[src/inc/trig_led_map.svh]
// Register offsets, field positions, reset values and timing counts for the trigger/light block.
// Assumes a 32-bit classic Wishbone slave with word-aligned byte addresses.
`ifndef TRIG_LED_MAP_SVH
`define TRIG_LED_MAP_SVH
`define OFS_CTRL 8'h00
`define OFS_STATUS 8'h04
`define OFS_PAT_CFG 8'h08
`define OFS_SRC_EN 8'h0C
`define OFS_PWM_RED 8'h10
`define OFS_PWM_GRN 8'h14
`define OFS_PWM_BLU 8'h18
`define OFS_GPIO_MODE 8'h1C
`define OFS_GPIO_OUT 8'h20
`define OFS_GPIO_IN 8'h24
`define OFS_GPIO_ALT 8'h28
`define OFS_PWM_ALT 8'h2C
`define CTRL_VIDEO_PAT 0
`define CTRL_SW_START 1
`define CTRL_SW_STOP 2
`define CTRL_SECONDARY 3
`define CTRL_SW_ADVANCE 4
`define STAT_RUNNING 0
`define STAT_EXPOSE 1
`define STAT_FIRST 2
`define PAT_CNT_RESET 8'h01
`define EXPOSE_CYC_RESET 16'h0064
`define GPIO_N 8
`define PWM_ALT_N 4
`define GPIO_MODE_RESET 16'h0000
`define UNMAPPED_READ 32'h0000_0000
`endif

[src/inc/trig_led_pkg.sv]
// Types shared by the trigger/light block, its checker, its far-side model and its bench.
// Assumes trig_led_map.svh supplies the numeric constants.
package trig_led_pkg;
   typedef enum logic [1:0] {GPIO_IN, GPIO_OUT, GPIO_BIDIR, GPIO_OD} gpio_mode_t;
   typedef struct packed {
      logic [7:0] adr;
      logic [31:0] dat;
      logic [3:0] sel;
      logic we;
      logic cyc;
      logic stb;
   } wb_req_t;
   typedef struct packed {
      logic [31:0] dat;
      logic ack;
   } wb_rsp_t;
   typedef struct packed {
      logic [7:0] gpio_o;
      logic [7:0] gpio_oe_n;
   } gpio_drive_t;
   typedef enum logic [1:0] {SEQ_IDLE, SEQ_EXPOSE, SEQ_GAP} seq_state_t;
endpackage

[src/pwm_gen.sv]
// Free-running 8-bit PWM generator; duty 0 gives constant low, 8'hFF near full.
// Assumes the caller registers nothing further; output is a flip-flop.
`timescale 1ns/1ps
module pwm_gen (
   input wire logic clk_i,
   input wire logic rst_i,
   input wire logic [7:0] duty_i,
   output logic pwm_o
);
   logic [7:0] cnt_q, cnt_d;
   logic pwm_q, pwm_d;
   ////////////////////////////////////////////////////////////////////////////////
   // Counter and compare
   always_comb begin
      cnt_d = cnt_q + 8'h01;
      pwm_d = (cnt_q < duty_i);
   end
   always_ff @(posedge clk_i) begin
      if (rst_i) begin
         cnt_q <= 8'h00;
         pwm_q <= 1'b0;
      end else begin
         cnt_q <= cnt_d;
         pwm_q <= pwm_d;
      end
   end
   assign pwm_o = pwm_q;
endmodule // pwm_gen

[src/trig_led_ctrl.sv]
// Trigger and light-source control with general-purpose pins, Wishbone register slave.
// Assumes a single 25 MHz clock, synchronous reset, and asynchronous trigger pins.
//
// Summary of operation
// - in video pattern mode each advance trigger pulse after an exposure has ended steps to next pattern.
// - in video pattern mode a rising run trigger edge starts pattern display.
// - in video pattern mode a falling run trigger edge stops pattern display.
// - software start and stop commands also govern display, alongside the run trigger.
// - exposure output is high throughout each pattern exposure, low otherwise.
// - first-pattern output is high while the first pattern is displayed.
// - each colour has its own PWM current control output.
// - each colour has its own source enable output.
// - each general pin is input, output, bidirectional or open-drain by software.
// - some general pins can carry a PWM output instead of plain use.
// - all general pins come out of reset as inputs.
// - trigger and light functions act only on the primary controller.
`timescale 1ns/1ps
`include "trig_led_map.svh"
module trig_led_ctrl (
   input wire logic clk_i,
   input wire logic rst_i,
   input wire trig_led_pkg::wb_req_t wb_req_i,
   output trig_led_pkg::wb_rsp_t wb_rsp_o,
   input wire logic pattern_advance_in_i,
   input wire logic pattern_run_in_i,
   output logic exposure_active_out_o,
   output logic first_pattern_out_o,
   output logic red_current_pwm_o,
   output logic green_current_pwm_o,
   output logic blue_current_pwm_o,
   output logic red_source_on_o,
   output logic green_source_on_o,
   output logic blue_source_on_o,
   input wire logic [7:0] gpio_i,
   output trig_led_pkg::gpio_drive_t gpio_drv_o
);
   import trig_led_pkg::*;
   ////////////////////////////////////////////////////////////////////////////////
   // Trigger synchronisers: three stages, change accepted when stages two and three agree
   logic [2:0] adv_sync_q, run_sync_q;
   logic [7:0] gpio_s1_q, gpio_s2_q, gpio_s3_q;
   logic adv_lvl_q, run_lvl_q;
   logic [7:0] gpio_lvl_q, gpio_lvl_d;
   always_ff @(posedge clk_i) begin
      if (rst_i) begin
         adv_sync_q <= 3'h0;
         run_sync_q <= 3'h0;
         gpio_s1_q <= 8'h00;
         gpio_s2_q <= 8'h00;
         gpio_s3_q <= 8'h00;
      end else begin
         adv_sync_q <= {adv_sync_q[1:0], pattern_advance_in_i};
         run_sync_q <= {run_sync_q[1:0], pattern_run_in_i};
         gpio_s1_q <= gpio_i;
         gpio_s2_q <= gpio_s1_q;
         gpio_s3_q <= gpio_s2_q;
      end
   end
   // Filtered levels; stage 0 feeds only stage 1
   logic adv_lvl_d, run_lvl_d;
   always_comb begin
      adv_lvl_d = (adv_sync_q[1] == adv_sync_q[2]) ? adv_sync_q[2] : adv_lvl_q;
      run_lvl_d = (run_sync_q[1] == run_sync_q[2]) ? run_sync_q[2] : run_lvl_q;
      gpio_lvl_d = (gpio_s3_q & ~(gpio_s2_q ^ gpio_s3_q)) | (gpio_lvl_q & (gpio_s2_q ^ gpio_s3_q)); // Keep old on disagreement
   end
   always_ff @(posedge clk_i) begin
      if (rst_i) begin
         adv_lvl_q <= 1'b0;
         run_lvl_q <= 1'b0;
         gpio_lvl_q <= 8'h00;
      end else begin
         adv_lvl_q <= adv_lvl_d;
         run_lvl_q <= run_lvl_d;
         gpio_lvl_q <= gpio_lvl_d;
      end
   end
   ////////////////////////////////////////////////////////////////////////////////
   // Software registers
   logic [7:0] ctrl_q, ctrl_d;
   logic [7:0] pat_cnt_q, pat_cnt_d;
   logic [15:0] expose_cyc_q, expose_cyc_d;
   logic [2:0] src_en_q, src_en_d;
   logic [7:0] duty_r_q, duty_r_d, duty_g_q, duty_g_d, duty_b_q, duty_b_d;
   logic [15:0] gpio_mode_q, gpio_mode_d;
   logic [7:0] gpio_out_q, gpio_out_d;
   logic [3:0] gpio_alt_q, gpio_alt_d;
   logic [7:0] duty_alt_q [0:3];
   logic [7:0] duty_alt_d [0:3];
   wb_rsp_t rsp_q, rsp_d;
   logic sw_start, sw_stop, sw_adv;
   logic running_q, expose_q, first_q;

   // Byte-lane merge used by every write except OFS_PWM_ALT, which copies its selected bytes directly
   function automatic logic [31:0] lane_merge(input logic [31:0] old, input logic [31:0] nw,
                                              input logic [3:0] sel);
      logic [31:0] r;
      r = old;
      for (int i = 0; i < 4; i++) begin
         if (sel[i]) begin
            r[i*8 +: 8] = nw[i*8 +: 8];
         end
      end
      return r;
   endfunction
   logic wr_en, rd_en;
   logic [31:0] rd_val;
   assign wr_en = wb_req_i.cyc & wb_req_i.stb & wb_req_i.we & ~rsp_q.ack;
   assign rd_en = wb_req_i.cyc & wb_req_i.stb & ~wb_req_i.we & ~rsp_q.ack;
   // Register writes; command bits are pulses that never store
   always_comb begin
      ctrl_d = ctrl_q;
      pat_cnt_d = pat_cnt_q;
      expose_cyc_d = expose_cyc_q;
      src_en_d = src_en_q;
      duty_r_d = duty_r_q;
      duty_g_d = duty_g_q;
      duty_b_d = duty_b_q;
      gpio_mode_d = gpio_mode_q;
      gpio_out_d = gpio_out_q;
      gpio_alt_d = gpio_alt_q;
      duty_alt_d = duty_alt_q;
      sw_start = 1'b0;
      sw_stop = 1'b0;
      sw_adv = 1'b0;
      if (wr_en) begin
         unique case (wb_req_i.adr)
            `OFS_CTRL: begin
               ctrl_d = 8'(lane_merge({24'h0, ctrl_q}, wb_req_i.dat, wb_req_i.sel));
               ctrl_d[`CTRL_SW_START] = 1'b0;
               ctrl_d[`CTRL_SW_STOP] = 1'b0;
               ctrl_d[`CTRL_SW_ADVANCE] = 1'b0;
               sw_start = wb_req_i.sel[0] & wb_req_i.dat[`CTRL_SW_START];
               sw_stop = wb_req_i.sel[0] & wb_req_i.dat[`CTRL_SW_STOP];
               sw_adv = wb_req_i.sel[0] & wb_req_i.dat[`CTRL_SW_ADVANCE];
            end
            `OFS_PAT_CFG: begin
               pat_cnt_d = 8'(lane_merge({8'h0, expose_cyc_q, pat_cnt_q}, wb_req_i.dat, wb_req_i.sel));
               expose_cyc_d = 16'(lane_merge({8'h0, expose_cyc_q, pat_cnt_q}, wb_req_i.dat, wb_req_i.sel) >> 8);
            end
            `OFS_SRC_EN: src_en_d = 3'(lane_merge({29'h0, src_en_q}, wb_req_i.dat, wb_req_i.sel));
            `OFS_PWM_RED: duty_r_d = 8'(lane_merge({24'h0, duty_r_q}, wb_req_i.dat, wb_req_i.sel));
            `OFS_PWM_GRN: duty_g_d = 8'(lane_merge({24'h0, duty_g_q}, wb_req_i.dat, wb_req_i.sel));
            `OFS_PWM_BLU: duty_b_d = 8'(lane_merge({24'h0, duty_b_q}, wb_req_i.dat, wb_req_i.sel));
            `OFS_GPIO_MODE: gpio_mode_d = 16'(lane_merge({16'h0, gpio_mode_q}, wb_req_i.dat, wb_req_i.sel));
            `OFS_GPIO_OUT: gpio_out_d = 8'(lane_merge({24'h0, gpio_out_q}, wb_req_i.dat, wb_req_i.sel));
            `OFS_GPIO_ALT: gpio_alt_d = 4'(lane_merge({28'h0, gpio_alt_q}, wb_req_i.dat, wb_req_i.sel));
            `OFS_PWM_ALT: begin
               for (int i = 0; i < `PWM_ALT_N; i++) begin
                  if (wb_req_i.sel[i]) begin
                     duty_alt_d[i] = wb_req_i.dat[i*8 +: 8];
                  end
               end
            end
            default: ;
         endcase
      end
   end
   // Read mux and one-cycle ack
   always_comb begin
      rd_val = `UNMAPPED_READ;
      unique case (wb_req_i.adr)
         `OFS_CTRL: rd_val = {24'h0, ctrl_q};
         `OFS_STATUS: rd_val = {29'h0, first_q, expose_q, running_q};
         `OFS_PAT_CFG: rd_val = {8'h0, expose_cyc_q, pat_cnt_q};
         `OFS_SRC_EN: rd_val = {29'h0, src_en_q};
         `OFS_PWM_RED: rd_val = {24'h0, duty_r_q};
         `OFS_PWM_GRN: rd_val = {24'h0, duty_g_q};
         `OFS_PWM_BLU: rd_val = {24'h0, duty_b_q};
         `OFS_GPIO_MODE: rd_val = {16'h0, gpio_mode_q};
         `OFS_GPIO_OUT: rd_val = {24'h0, gpio_out_q};
         `OFS_GPIO_IN: rd_val = {24'h0, gpio_lvl_q};
         `OFS_GPIO_ALT: rd_val = {28'h0, gpio_alt_q};
         `OFS_PWM_ALT: rd_val = {duty_alt_q[3], duty_alt_q[2], duty_alt_q[1], duty_alt_q[0]};
         default: ;
      endcase
      rsp_d.ack = wr_en | rd_en;
      rsp_d.dat = rd_en ? rd_val : 32'h0000_0000;
   end
   always_ff @(posedge clk_i) begin
      if (rst_i) begin
         ctrl_q <= 8'h00;
         pat_cnt_q <= `PAT_CNT_RESET;
         expose_cyc_q <= `EXPOSE_CYC_RESET;
         src_en_q <= 3'h0;
         duty_r_q <= 8'h00;
         duty_g_q <= 8'h00;
         duty_b_q <= 8'h00;
         gpio_mode_q <= `GPIO_MODE_RESET;
         gpio_out_q <= 8'h00;
         gpio_alt_q <= 4'h0;
         for (int i = 0; i < `PWM_ALT_N; i++) begin
            duty_alt_q[i] <= 8'h00;
         end
         rsp_q <= '0;
      end else begin
         ctrl_q <= ctrl_d;
         pat_cnt_q <= pat_cnt_d;
         expose_cyc_q <= expose_cyc_d;
         src_en_q <= src_en_d;
         duty_r_q <= duty_r_d;
         duty_g_q <= duty_g_d;
         duty_b_q <= duty_b_d;
         gpio_mode_q <= gpio_mode_d;
         gpio_out_q <= gpio_out_d;
         gpio_alt_q <= gpio_alt_d;
         duty_alt_q <= duty_alt_d;
         rsp_q <= rsp_d;
      end
   end
   assign wb_rsp_o = rsp_q;
   ////////////////////////////////////////////////////////////////////////////////
   // Pattern sequencer
   logic primary, video_mode, adv_pulse, run_rise, run_fall;
   seq_state_t st_q, st_d;
   logic running_d, expose_d, first_d;
   logic [7:0] idx_q, idx_d;
   logic [15:0] tmr_q, tmr_d;
   assign primary = ~ctrl_q[`CTRL_SECONDARY];
   assign video_mode = ctrl_q[`CTRL_VIDEO_PAT] & primary;
   assign adv_pulse = video_mode & ((adv_lvl_d & ~adv_lvl_q) | sw_adv);
   assign run_rise = run_lvl_d & ~run_lvl_q;
   assign run_fall = ~run_lvl_d & run_lvl_q;
   // Run state, pattern index and exposure timer
   always_comb begin
      st_d = st_q;
      running_d = running_q;
      idx_d = idx_q;
      tmr_d = tmr_q;
      // Stop wins over start when both arrive together, so a halt is never lost
      if (!video_mode || (run_fall | sw_stop)) begin
         running_d = 1'b0;
      end else if (run_rise | sw_start) begin
         running_d = 1'b1;
         if (!running_q) begin
            idx_d = 8'h00;
            st_d = SEQ_EXPOSE;
            tmr_d = expose_cyc_q;
         end
      end
      if (!running_d) begin
         st_d = SEQ_IDLE;
      end else if (running_q) begin
         unique case (st_q)
            SEQ_EXPOSE: begin
               if (tmr_q > 16'h0001) begin
                  tmr_d = tmr_q - 16'h0001;
               end else begin
                  st_d = SEQ_GAP; // Hold until an advance pulse arrives
               end
            end
            SEQ_GAP, SEQ_IDLE: begin
               if (adv_pulse) begin
                  idx_d = (idx_q + 8'h01 >= pat_cnt_q) ? 8'h00 : idx_q + 8'h01;
                  st_d = SEQ_EXPOSE;
                  tmr_d = expose_cyc_q;
               end
            end
         endcase
      end
      expose_d = (st_d == SEQ_EXPOSE);
      first_d = running_d & (idx_d == 8'h00);
   end
   always_ff @(posedge clk_i) begin
      if (rst_i) begin
         st_q <= SEQ_IDLE;
         running_q <= 1'b0;
         expose_q <= 1'b0;
         first_q <= 1'b0;
         idx_q <= 8'h00;
         tmr_q <= 16'h0000;
      end else begin
         st_q <= st_d;
         running_q <= running_d;
         expose_q <= expose_d;
         first_q <= first_d;
         idx_q <= idx_d;
         tmr_q <= tmr_d;
      end
   end
   assign exposure_active_out_o = expose_q;
   assign first_pattern_out_o = first_q;

   ////////////////////////////////////////////////////////////////////////////////
   // Light sources: enables registered, PWM from leaf generators
   logic [2:0] src_on_q;
   logic [6:0] pwm_raw;
   always_ff @(posedge clk_i) begin
      if (rst_i) begin
         src_on_q <= 3'h0;
      end else begin
         src_on_q <= src_en_q & {3{primary}};
      end
   end
   assign red_source_on_o = src_on_q[0];
   assign green_source_on_o = src_on_q[1];
   assign blue_source_on_o = src_on_q[2];
   // Each colour keeps its own generator so duties never interact
   pwm_gen u_pwm_r (.clk_i(clk_i), .rst_i(rst_i), .duty_i(primary ? duty_r_q : 8'h00), .pwm_o(pwm_raw[0]));
   pwm_gen u_pwm_g (.clk_i(clk_i), .rst_i(rst_i), .duty_i(primary ? duty_g_q : 8'h00), .pwm_o(pwm_raw[1]));
   pwm_gen u_pwm_b (.clk_i(clk_i), .rst_i(rst_i), .duty_i(primary ? duty_b_q : 8'h00), .pwm_o(pwm_raw[2]));
   pwm_gen u_pwm_a0 (.clk_i(clk_i), .rst_i(rst_i), .duty_i(duty_alt_q[0]), .pwm_o(pwm_raw[3]));
   pwm_gen u_pwm_a1 (.clk_i(clk_i), .rst_i(rst_i), .duty_i(duty_alt_q[1]), .pwm_o(pwm_raw[4]));
   pwm_gen u_pwm_a2 (.clk_i(clk_i), .rst_i(rst_i), .duty_i(duty_alt_q[2]), .pwm_o(pwm_raw[5]));
   pwm_gen u_pwm_a3 (.clk_i(clk_i), .rst_i(rst_i), .duty_i(duty_alt_q[3]), .pwm_o(pwm_raw[6]));
   assign red_current_pwm_o = pwm_raw[0];
   assign green_current_pwm_o = pwm_raw[1];
   assign blue_current_pwm_o = pwm_raw[2];
   ////////////////////////////////////////////////////////////////////////////////
   // General pins: enable low drives; open-drain only ever drives low
   gpio_drive_t gpio_q, gpio_d;
   always_comb begin
      for (int i = 0; i < `GPIO_N; i++) begin
         logic val;
         val = (i < `PWM_ALT_N && gpio_alt_q[i % 4]) ? pwm_raw[3 + (i % 4)] : gpio_out_q[i];
         gpio_d.gpio_o[i] = val;
         unique case (gpio_mode_t'(gpio_mode_q[i*2 +: 2]))
            GPIO_IN: gpio_d.gpio_oe_n[i] = 1'b1;
            GPIO_OUT, GPIO_BIDIR: gpio_d.gpio_oe_n[i] = 1'b0;
            GPIO_OD: begin
               gpio_d.gpio_o[i] = 1'b0;
               gpio_d.gpio_oe_n[i] = val;
            end
         endcase
      end
   end
   always_ff @(posedge clk_i) begin
      if (rst_i) begin
         gpio_q.gpio_o <= 8'h00;
         gpio_q.gpio_oe_n <= 8'hFF;
      end else begin
         gpio_q <= gpio_d;
      end
   end
   assign gpio_drv_o = gpio_q;
endmodule // trig_led_ctrl

[config.mk]
export PLATFORM = sky130hd
export DESIGN_NAME = trig_led_ctrl
export DESIGN_NICKNAME = d
export VERILOG_FILES = /design/src/inc/trig_led_pkg.sv /design/src/pwm_gen.sv /design/src/trig_led_ctrl.sv
export VERILOG_INCLUDE_DIRS = /design/src /design/src/inc
export SDC_FILE = /design/constraint.sdc
export NUM_CORES = 1
export LEC_CHECK = 0
export BUFFER_PORTS_ARGS = -buffer_cell sky130_fd_sc_hd__buf_4
export CORE_MARGIN = 2
export CORE_UTILIZATION = 39
export CTS_CLUSTER_SIZE = 14
export DETAILED_ROUTE_END_ITERATION = 10
export SYNTH_ARGS = -nofsm -noshare
export SYNTH_HDL_FRONTEND = slang
export SYNTH_HIERARCHICAL = 1
export SYNTH_SLANG_ARGS = --single-unit
[constraint.sdc]
create_clock -name clk_i -period 2.6 [get_ports clk_i]
set_input_delay 0.39 -clock clk_i [delete_from_list [all_inputs] [get_ports clk_i]]
set_output_delay 0.39 -clock clk_i [all_outputs]
set_load 0.05 [all_outputs]
# ---- After elaboration in Yosys (flattened, before gate mapping)
# Cells that the tools add are included.
dict set report totals {
  output_inout_bits 57
  input_bits 59
  register_bits 300
}
dict set report classes {
  magnitude_cmp 9
  add_sub_neg 9
  n_eq_ne 40
  bitwise 31
  reduce_logical 47
  n_mux 50
}
# cell n
set op_table {}
lappend op_table {{$pmux 32 s12} 1}
lappend op_table {{$mux 16} 7}
lappend op_table {{$mux 8} 11}
lappend op_table {{$add 8x1->8 const B} 8}
lappend op_table {{$lt 8x8->1} 7}
lappend op_table {{$reduce_and 3->1} 16}
lappend op_table {{$reduce_or 2->1} 18}
lappend op_table {{$eq 2x2->1 const B} 17}
lappend op_table {{$eq 8x5->1 const B} 4}
lappend op_table {{$eq 8x6->1 const B} 4}
lappend op_table {{$pmux 16 s2} 1}
lappend op_table {{$pmux 1 s3} 8}
lappend op_table {{$eq 2x1->1 const B} 10}
lappend op_table {{$logic_not 2->1} 9}
lappend op_table {{$and 8x8->8} 2}
lappend op_table {{$eq 8x4->1 const B} 2}
lappend op_table {{$gt 16x1->1 const B} 1}
lappend op_table {{$logic_not 8->1} 2}
lappend op_table {{$sub 16x1->16 const B} 1}
lappend op_table {{$and 1x1->1} 14}
lappend op_table {{$mux 1} 14}
lappend op_table {{$mux 2} 7}
lappend op_table {{$eq 8x3->1 const B} 1}
lappend op_table {{$ge 8x8->1} 1}
lappend op_table {{other kinds (10)} 20}

# ---- Logic depth before layout (Yosys ltp)
# Gate-level depths: netlist of the first run.
dict set report logic_depth {
  word_depth 13
  mapped_depth 13
}

# ---- Cells and area by module
# The synthesis of the first run kept the hierarchy.
# module area_per_inst_um2 cells_per_inst instances
set by_module_without_submodules {}
lappend by_module_without_submodules {trig_led_ctrl 10293.6 1161 1}
lappend by_module_without_submodules {pwm_gen 499.2 56 7}

# ---- Worst setup path before layout of the first run
# Ideal clock, no wire load.
dict set report synth_path {
  path_type {register -> register}
  startpoint {register rsp_q, in the netlist wb_rsp_o[0]}
  endpoint {register first_q, in the netlist first_pattern_out_o}
  required_time_ps 2482
  stages_incl_launch_ff 10
  synth_period_minus_slack_ps 2655
  path_slack_ps -55
  n_path_buf 2
  setup_ps 118
  arrival_ps 2538
  path_cell_list {dfxtp_1 -> and4b_4 -> buf_6 -> and4_4 -> or4b_4 -> nor3_4 -> and3_1 -> buf_6 -> a21oi_1 -> o2111a_1}
}
dict set report synth_via {
  elab_chain_len 12
}
# item line_no
set synth_rtl {}
lappend synth_rtl {{start: declaration} trig_led_ctrl.sv:89} ;# wb_rsp_t rsp_q, rsp_d;
lappend synth_rtl {{start signal: assignment} trig_led_ctrl.sv:207} ;# rsp_q <= rsp_d;
lappend synth_rtl {{$not 1->1 (*)} trig_led_ctrl.sv:107} ;# assign wr_en = wb_req_i.cyc & wb_req_i.stb & wb_req_i.we & ~rsp_q.ack;
lappend synth_rtl {{$and 1x1->1 (*)} trig_led_ctrl.sv:107}
lappend synth_rtl {{$mux 1} trig_led_ctrl.sv:125} ;# if (wr_en) begin
lappend synth_rtl {{$or 1x1->1, on equally long branches} {trig_led_ctrl.sv:232, trig_led_ctrl.sv:230}}
lappend synth_rtl {{$mux 8 / $logic_or 1x1->1 (equally long branches)} {trig_led_ctrl.sv:232, trig_led_ctrl.sv:230}}
lappend synth_rtl {{$mux 8} trig_led_ctrl.sv:230} ;# if (!video_mode || (run_fall | sw_stop)) begin
lappend synth_rtl {{$mux 8} trig_led_ctrl.sv:252} ;# if (adv_pulse) begin
lappend synth_rtl {{$mux 8} trig_led_ctrl.sv:243} ;# unique case (st_q)
lappend synth_rtl {{$mux 8} trig_led_ctrl.sv:242} ;# end else if (running_q) begin
lappend synth_rtl {{$mux 8} trig_led_ctrl.sv:240} ;# if (!running_d) begin
lappend synth_rtl {{$logic_not 8->1} trig_led_ctrl.sv:261} ;# first_d = running_d & (idx_d == 8'h00);
lappend synth_rtl {{$and 1x1->1 (*)} trig_led_ctrl.sv:261}
lappend synth_rtl {{end signal: assignment} trig_led_ctrl.sv:275} ;# first_q <= first_d;
lappend synth_rtl {{end: declaration} trig_led_ctrl.sv:91} ;# logic running_q, expose_q, first_q;
# Every way passes the cells marked *; elsewhere a longest branch is shown, timed or not.
# A chain may end at the register's enable or synchronous reset.

# ---- Worst setup path after layout of the first run
dict set report layout_path {
  startpoint {register idx_q[0]}
  endpoint {register idx_q[1]}
}
dict set report layout_via {
  elab_chain_len 7
}
# item line_no
set layout_rtl {}
lappend layout_rtl {{start: declaration} trig_led_ctrl.sv:216} ;# logic [7:0] idx_q, idx_d;
lappend layout_rtl {{start signal: assignment} trig_led_ctrl.sv:276} ;# idx_q <= idx_d;
lappend layout_rtl {{$add 8x1->8 (*)} trig_led_ctrl.sv:253} ;# idx_d = (idx_q + 8'h01 >= pat_cnt_q) ? 8'h00 : idx_q + 8'h01;
lappend layout_rtl {{$ge 8x8->1} trig_led_ctrl.sv:253}
lappend layout_rtl {{$mux 8 (*)} trig_led_ctrl.sv:253}
lappend layout_rtl {{$mux 8 (*)} trig_led_ctrl.sv:252}
lappend layout_rtl {{$mux 8 (*)} trig_led_ctrl.sv:243}
lappend layout_rtl {{$mux 8 (*)} trig_led_ctrl.sv:242}
lappend layout_rtl {{$mux 8 (*)} trig_led_ctrl.sv:240}
# Marks and branches as above.

==> results of run 1 <==
through the flow:
stage	total power, mW	cells
floorplan	5.01	1553
global route	10.6	2195
CTS	10.4	2192
finish	10.2	2195
global placement	5.20	2132
detailed placement	5.21	2132
synthesized netlist by cell type (all sizes together) (18+ instances only):
library cell,count
nand2,166
clkbuf,63
nor3,24
nor2b,70
nor2,147
inv,67
or3,18
and2,19
dfxtp,300
nand3,69
mux2i,75
ha,75
a21oi,129
a22oi,24
mux2,20
buf,19
o21ai,51
cell type report:
type	count	area (um2)	area share (%)
clock buffers	51	1060	6.25
clock inverters	9	153	0.902
inverters	68	255	1.51
multi-input cells	1104	7240	42.8
flip-flops and latches	300	6010	35.5
well taps	455	569	3.36
repair buffers	208	1640	9.69
layout by cell type (no fill, tap or decap), types with 13 or more instances in the layout:
| cell type | n |
|---|---|
| ha_1 | 74 |
| nor3_1 | 21 |
| nand2_1 | 158 |
| o21ai_0 | 49 |
| mux2i_1 | 75 |
| mux2_2 | 19 |
| nor2b_1 | 70 |
| nor2_1 | 144 |
| a22oi_1 | 23 |
| clkbuf_16 | 37 |
| and2_1 | 19 |
| dfxtp_1 | 297 |
| a222oi_1 | 16 |
| a21oi_1 | 125 |
| xor2_1 | 16 |
| a211oi_1 | 13 |
| nand3_1 | 69 |
| buf_4 | 201 |
| inv_1 | 67 |
critical path, cell delays in order (launching register included):
cell and delay (ps):
dfxtp_4 370, ha_2 180, nand3_1 100, and2_1 170
or2_2 290, ha_1 280, nand4_1 110, or3_4 420
and3_4 210, a22oi_1 200, nor2_1 50
repair_timing:
action	4_1_cts	5_1_grt
buffers inserted	0	2
setup endpoints to repair	8	18
resized for setup	2	12
pin swaps	0	3
cloned	0	1
layer usage:
| layer | GRT usage [%] | share of wire (%) |
|---|---|---|
| met4 | 6.84 | 2.9 |
| met3 | 2.81 | 6.1 |
| met5 | 0 | 0 |
| met2 | 34.1 | 45 |
| met1 | 29.3 | 46 |
path summary, 6_finish.rpt:
kind / from / to / slack [ps] / cells after the start
worst min register to register: gpio_s1_q[7] / gpio_s2_q[7] / 440 / 1
worst min-delay path: gpio_i[5] / gpio_s1_q[5] / 100 / 2
worst max register to register: idx_q[0] / idx_q[1] / 110 / 10
worst max-delay path: idx_q[0] / idx_q[1] / 110 / 10
logic make-up after synthesis:
family                     Yosys count
buffers and inverters              150
and+or+nand+nor                    577
AOI/OAI and AO/OA                  328
adders and majority gates           75
muxes                               95
xor gates and xnor gates            28
DFF                                300
registers in the layout (all words and copies together) (netlist names), 16 cells and up, named ones only:
register      flops
duty_alt_q       32
expose_cyc_q     16
gpio_drv_o       16
gpio_mode_q      16
wb_rsp_o         33
tmr_q            16
power groups by stage:
stage	Clock (mW)	Sequential (mW)	Combinational [mW]
finish	5.12	4.71	0.403
global route	5.43	4.71	0.444
CTS	5.25	4.71	0.406
detailed placement	0	4.81	0.403
global placement	0	4.81	0.395
floorplan	0	4.81	0.196
==> metrics.md, run 1 <==
| Metric | Value |
|---|---|
| DRC | `0` |
| Post-Syn Nets | `between 1.5k and 2k` |
| CTS tree | `done` |
| Number of synthesized flops with an enable pin | `0` |
| Clk Latency, worst-skew pair | `approximately 500 ps` |
| Max cap viols | `0` |
| Adder-cell share of the synthesized area | `around 6.8%` |
| Worst Setup End Kind | `flip-flop` |
| Setup TNS | `0 ps` |
| Post-layout nets | `approximately 1.9k` |
| Status | `complete, no violations` |
| Slew HR | `50.6%` |
| Post-synthesis simple-gate area fraction | `around a fifth` |
| Worst Path Arrival | `roughly 2900 ps` |
| Gp weighted congestion | `about 0.9` |
| Total clock sinks | `300` |
| Sequential Power Share | `roughly 46%` |
| GRT overflow | `0` |
| Clk_skew | `10.3 ps` |
| VDD IR max | `0.475 mV` |
| Io pins | `around 120` |
| IO Port Bufs | `115` |
| Drt first-iter violations | `between 800 and 900` |
| NetSw | `2.19 mW` |
| Largest family of logic cells by synthesized area | `simple AND/OR/NAND/NOR gates` |
| Leakage | `~6.3 nW` |
| Peak Freq | `approximately 400 MHz` |
| DP HPWL | `~28 mm` |
| Vias in the first global route | `approximately 11k` |
| Layout Utilization | `between 40% and 50%` |
| Largest net degree at the start of global routing | `between 100 and 150` |
| Pre-CTS worst setup slack | `-186 ps` |
| Synth top area cells | `dfxtp_1 (44%), ha_1 (6.8%), mux2i_1 (5.4%)` |
| Final ANT Viol Nets | `0` |
| Final hold slack | `99.3 ps` |
| Initial antenna violation count | `0` |
| Yosys top cell by area | `dfxtp_1` |
| Root Driver | `clkbuf_16` |
| Synth Flop Type | `dfxtp_1` |
| Worst-margin pin slew | `between 700 and 800 ps` |
| Logic pwr share | `3.9%` |
| Worst setup margin | `approximately 110 ps` |
| Hold buffer count at CTS | `0` |
| CTS buffer count | `35` |
| Post-synth top area share | `between 40% and 50%` |
| Clock Pin Slew Worst Setup and Hold Paths | `roughly 60 ps` |
| Compound-Gate Fraction of Synth Area | `15.6%` |
| Post-Layout Inst Area | `~0.017 mm2` |
| Mapped Area | `between 0.01 and 0.015 mm2` |
| First-pass GRT wire length | `61.8 mm` |
| Power Dens Cells | `just over 600 mW/mm2` |
| Sequential area share after synthesis | `between 40% and 50%` |
| Total Routing Usage GR | `about a fifth` |
| Avg Synthesized Cell Area | `about 8.9 um2` |
| Full die area | `roughly 0.037 mm2` |
| Cell count after synthesis | `roughly 1.6k` |
| Share of cells above drive strength 1 | `between 10% and 20%` |
| Minimum clock period | `around 2500 ps` |
| Std-Cell Core Area | `approximately 0.035 mm2` |
| Dpl cell area | `0.0156 mm2` |
| Int Pwr | `between 8 and 9 mW` |
| Crit path required time | `about 3000 ps` |
| Slew Viols, Final | `0` |
| Ant diodes | `0` |
| Synth Register Bits | `300` |
| Clk pwr share | `approximately half` |
| CTS H-tree lvls | `2` |
| Die width | `approximately 190 um` |
| Drt wl/cell | `between 15 and 20 um` |
| Asr flop ratio synth | `0%` |
| P&R area growth vs syn | `22.8%` |
| Crit start category | `flip-flop` |
| Sw Share | `21.4%` |
| Post-synthesis mux area share | `between 7 and 8%` |
| Rows | `68` |
| Critical path class | `reg -> reg` |
| Tcrit/Tclk final | `a little over nine tenths` |
| Clock buffer depth | `3` |
| Critical-path maximum fanout | `5` |
| Ys Warns | `6` |
| Drt pass-1 iters | `5` |
| Fillcell total | `about 3.3k` |
| Drt total wl | `roughly 40 mm` |
| Final Hold Fails | `0` |
| Hold Path Class | `in -> reg` |
| Starting density of the core | `just under 40%` |
| Yosys cell types | `78` |
| # setup viols final | `0` |
| Die height | `192 um` |
| Synth Area in XOR/XNOR | `1.78%` |
| Vias/cell | `5.41` |
| Vias post-DR | `11.9k` |
Power figures use the tool's default switching activity.
==> run 2, diff against run 1 <==
==> constraint.sdc (replaced) <==
create_clock -name clk_i -period 2.6 [get_ports clk_i]
set_input_delay 0.52 -clock clk_i [delete_from_list [all_inputs] [get_ports clk_i]]
set_output_delay 0.52 -clock clk_i [all_outputs]
set_load 0.05 [all_outputs]
==> run 2 against run 1 <==
First-iteration DRC count shrank 3.7%. Register-to-register slack is essentially flat. Largest power group unchanged. Design area is 0.67% higher. Total power shrank 0.68%. Global-route usage increased by 0.30 points. Hold slack gained 120 ps. Clock skew increased by 8.8 ps. Core utilization up 0.33 points. Non-clock buffer count up 15. Worst setup slack worse by 12 ps.
==> metrics.md, run 2 (synthesis results as in run 1) <==
| Metric | Value |
|---|---|
| Post-Layout Inst Area | `0.0170 mm2 (+0.67%)` |
| Slowest CP cell | `dfxtp_1` |
| Final ANT Viol Nets | `0 (unchanged)` |
| Hold buffer count at CTS | `0 (unchanged)` |
| Share of cells above drive strength 1 | `19.9% (+0.76 points)` |
| Crit path required time | `3010 ps (+30 ps)` |
| Most used cell along the critical path | `a21o_1` |
| CTS H-tree lvls | `2 (unchanged)` |
| GRT met2 Usage | `35.3% (+1.1 points)` |
| VDD IR max | `0.473 mV (-0.23%)` |
| Commonest non-fill, non-tap cells in the layout | `dfxtp_1 (297), buf_4 (214), nand2_1 (158)` |
| Root Driver | `clkbuf_16` |
| CP cell instances | `nand3_1 > nor2_2 > nor2b_1 > or2_2 > ha_1 > a21o_1 > a21o_1 > a21oi_2 > and3_4 > a21oi_1 > o2111a_1` |
| Final Hold Fails | `0 (unchanged)` |
| Final cell count without fillers | `2210 (+0.68%)` |
| Drt pass-1 iters | `9 (+4)` |
| Final hold slack | `219 ps (+120 ps)` |
| P&R area growth vs syn | `23.6%` |
| DRC | `0 (unchanged)` |
| Max cap viols | `0 (unchanged)` |
| GR peak layer | `met2` |
| Max FFs per register | `33 (unchanged)` |
| Post-layout nets | `1866 (+0.81%)` |
| Full die area | `0.0369 mm2 (unchanged)` |
| Largest net degree at the start of global routing | `50 (-57%)` |
| Std-Cell Core Area | `0.0347 mm2 (unchanged)` |
| Clock Pin Slew Worst Setup and Hold Paths | `50 ps (about the same)` |
| GRT overflow | `0 (unchanged)` |
| Crit-path max cell delay | `360 ps (-60 ps)` |
| HP Start | `pattern_run_in_i` |
| Worst setup margin | `96.4 ps (-11.5 ps)` |
| Starting density of the core | `39.7% (unchanged)` |
| Die height | `192 um (unchanged)` |
| Endpoint, Worst Hold | `run_sync_q[0]` |
| Inst Count DP | `2147 (+0.70%)` |
| Rows | `68 (unchanged)` |
| Met1 usage | `28.1% (-1.2 points)` |
| Pre-CTS worst setup slack | `-318 ps (-132 ps)` |
| Die width | `192 um (unchanged)` |
| Flop2flop setup slack | `100 ps (about the same)` |
| CTS tree | `done` |
| Status | `complete, no violations` |
| First-pass GRT wire length | `62.6 mm (+1.3%)` |
| Vias in the first global route | `11.7k (+2.7%)` |
| DP HPWL | `28.7 mm (+2.0%)` |
| Critical-path maximum fanout | `6 (+1)` |
| Total clock sinks | `300 (unchanged)` |
| Drt wl/cell | `17.7 um (-0.27%)` |
| # setup viols final | `0 (unchanged)` |
| Total power | `10.2 mW (-0.68%)` |
| Hold Path Class | `in -> reg` |
| Reg2reg path depth | `11 (+1)` |
| Gp weighted congestion | `0.892 (-0.23%)` |
| Clk_skew | `19.1 ps (+8.82 ps)` |
| Drt total wl | `39.2 mm (+0.41%)` |
| Hold path depth | `2 (unchanged)` |
| Total Routing Usage GR | `21.5% (+0.30 points)` |
| Vias post-DR | `11.9k (-0.10%)` |
| Slew HR | `53.1% (+2.5 points)` |
| WP buf/inv | `0 (unchanged)` |
| Drt first-iter violations | `816 (-3.7%)` |
| Clk Latency, worst-skew pair | `530 ps (+20 ps)` |
| Worst Path Arrival | `2920 ps (+50 ps)` |
| Initial antenna violation count | `0 (unchanged)` |
| CTS buffer count | `35 (unchanged)` |
| Leakage | `6.37 nW (+1.5%)` |
| Power Dens Cells | `596 mW/mm2 (-1.3%)` |
| Crit start category | `flip-flop` |
| RR Startpoint | `idx_q[1]` |
| Layout Utilization | `49.1% (+0.33 points)` |
| Critical path class | `reg -> reg` |
| Clock buffer depth | `3 (unchanged)` |
| Vias/cell | `5.37 (-0.78%)` |
| IO Port Bufs | `115 (unchanged)` |
| Worst reg2reg endpoint | `first_pattern_out_o` |
| Minimum clock period | `2500 ps (+11.5 ps)` |
| Worst-margin pin slew | `701 ps (-40.1 ps)` |
| Dpl cell area | `0.0158 mm2 (+0.88%)` |
| Worst Setup End Kind | `flip-flop` |
| M3 GR Usage | `3.75% (+0.93 points)` |
| Slew Viols, Final | `0 (unchanged)` |
| Commonest non-fill, non-tap cell in the layout | `dfxtp_1` |
| Peak Freq | `399 MHz (-0.46%)` |
| CP delay by family, top | `simple AND/OR/NAND/NOR gates` |
| Setup TNS | `0 ps (unchanged)` |
| Tcrit/Tclk final | `96.3% (+0.44 points)` |
| Io pins | `116 (unchanged)` |
-- run 2: final cells by class --
class,count,area (um2)
antenna,1,2.50
clock buffer,51,1070
clock inverter,8,119
fill,3279,17700
inverter,68,255
multi-input combinational,1104,7240
sequential,300,6010
tap,455,569
timing repair buffer,223,1780
-- run 2: worst register-to-register path, delay by kind of cell (launching register included) --
kind / cells / cell delay, ps
compound gates: 5 / 830
fa+ha+maj: 1 / 300
flops: 1 / 360
simple gates: 5 / 900
-- run 2: power breakdown --
| part | switching (mW) | leakage (nW) | total [mW] | internal [mW] |
|---|---|---|---|---|
| sequential | 0.0529 | 2.43 | 4.71 | 4.66 |
| clock | 1.90 | 0.589 | 5.04 | 3.13 |
| combinational | 0.235 | 3.35 | 0.414 | 0.179 |
-- run 2: worst max-delay path by stage --
stage	endpoint	depth (start not counted)	from	slack [ps]
final	first_pattern_out_o	11	idx_q[1]	100
after global routing	idx_q[2]	11	idx_q[1]	-4
after CTS	first_pattern_out_o	11	idx_q[0]	3
after detailed placement	first_pattern_out_o	9	wb_req_i[3]	-320
after global placement	first_pattern_out_o	9	wb_req_i[3]	-290
after floorplan	first_pattern_out_o	11	idx_q[0]	10
-- run 2: metal layers --
layer	vias up	share of wire, %
met3	81	6.2
met2	340	46
met5	-	0
li1	5853	-
met1	5592	45
met4	0	3.4
-- run 2: what timing repair did --
| action | 4_1_cts | 5_1_grt |
|---|---|---|
| buffers inserted | 0 | 2 |
| pin swaps | 0 | 3 |
| cloned | 0 | 1 |
| resized for setup | 1 | 12 |
| endpoints found under the setup margin | 5 | 16 |
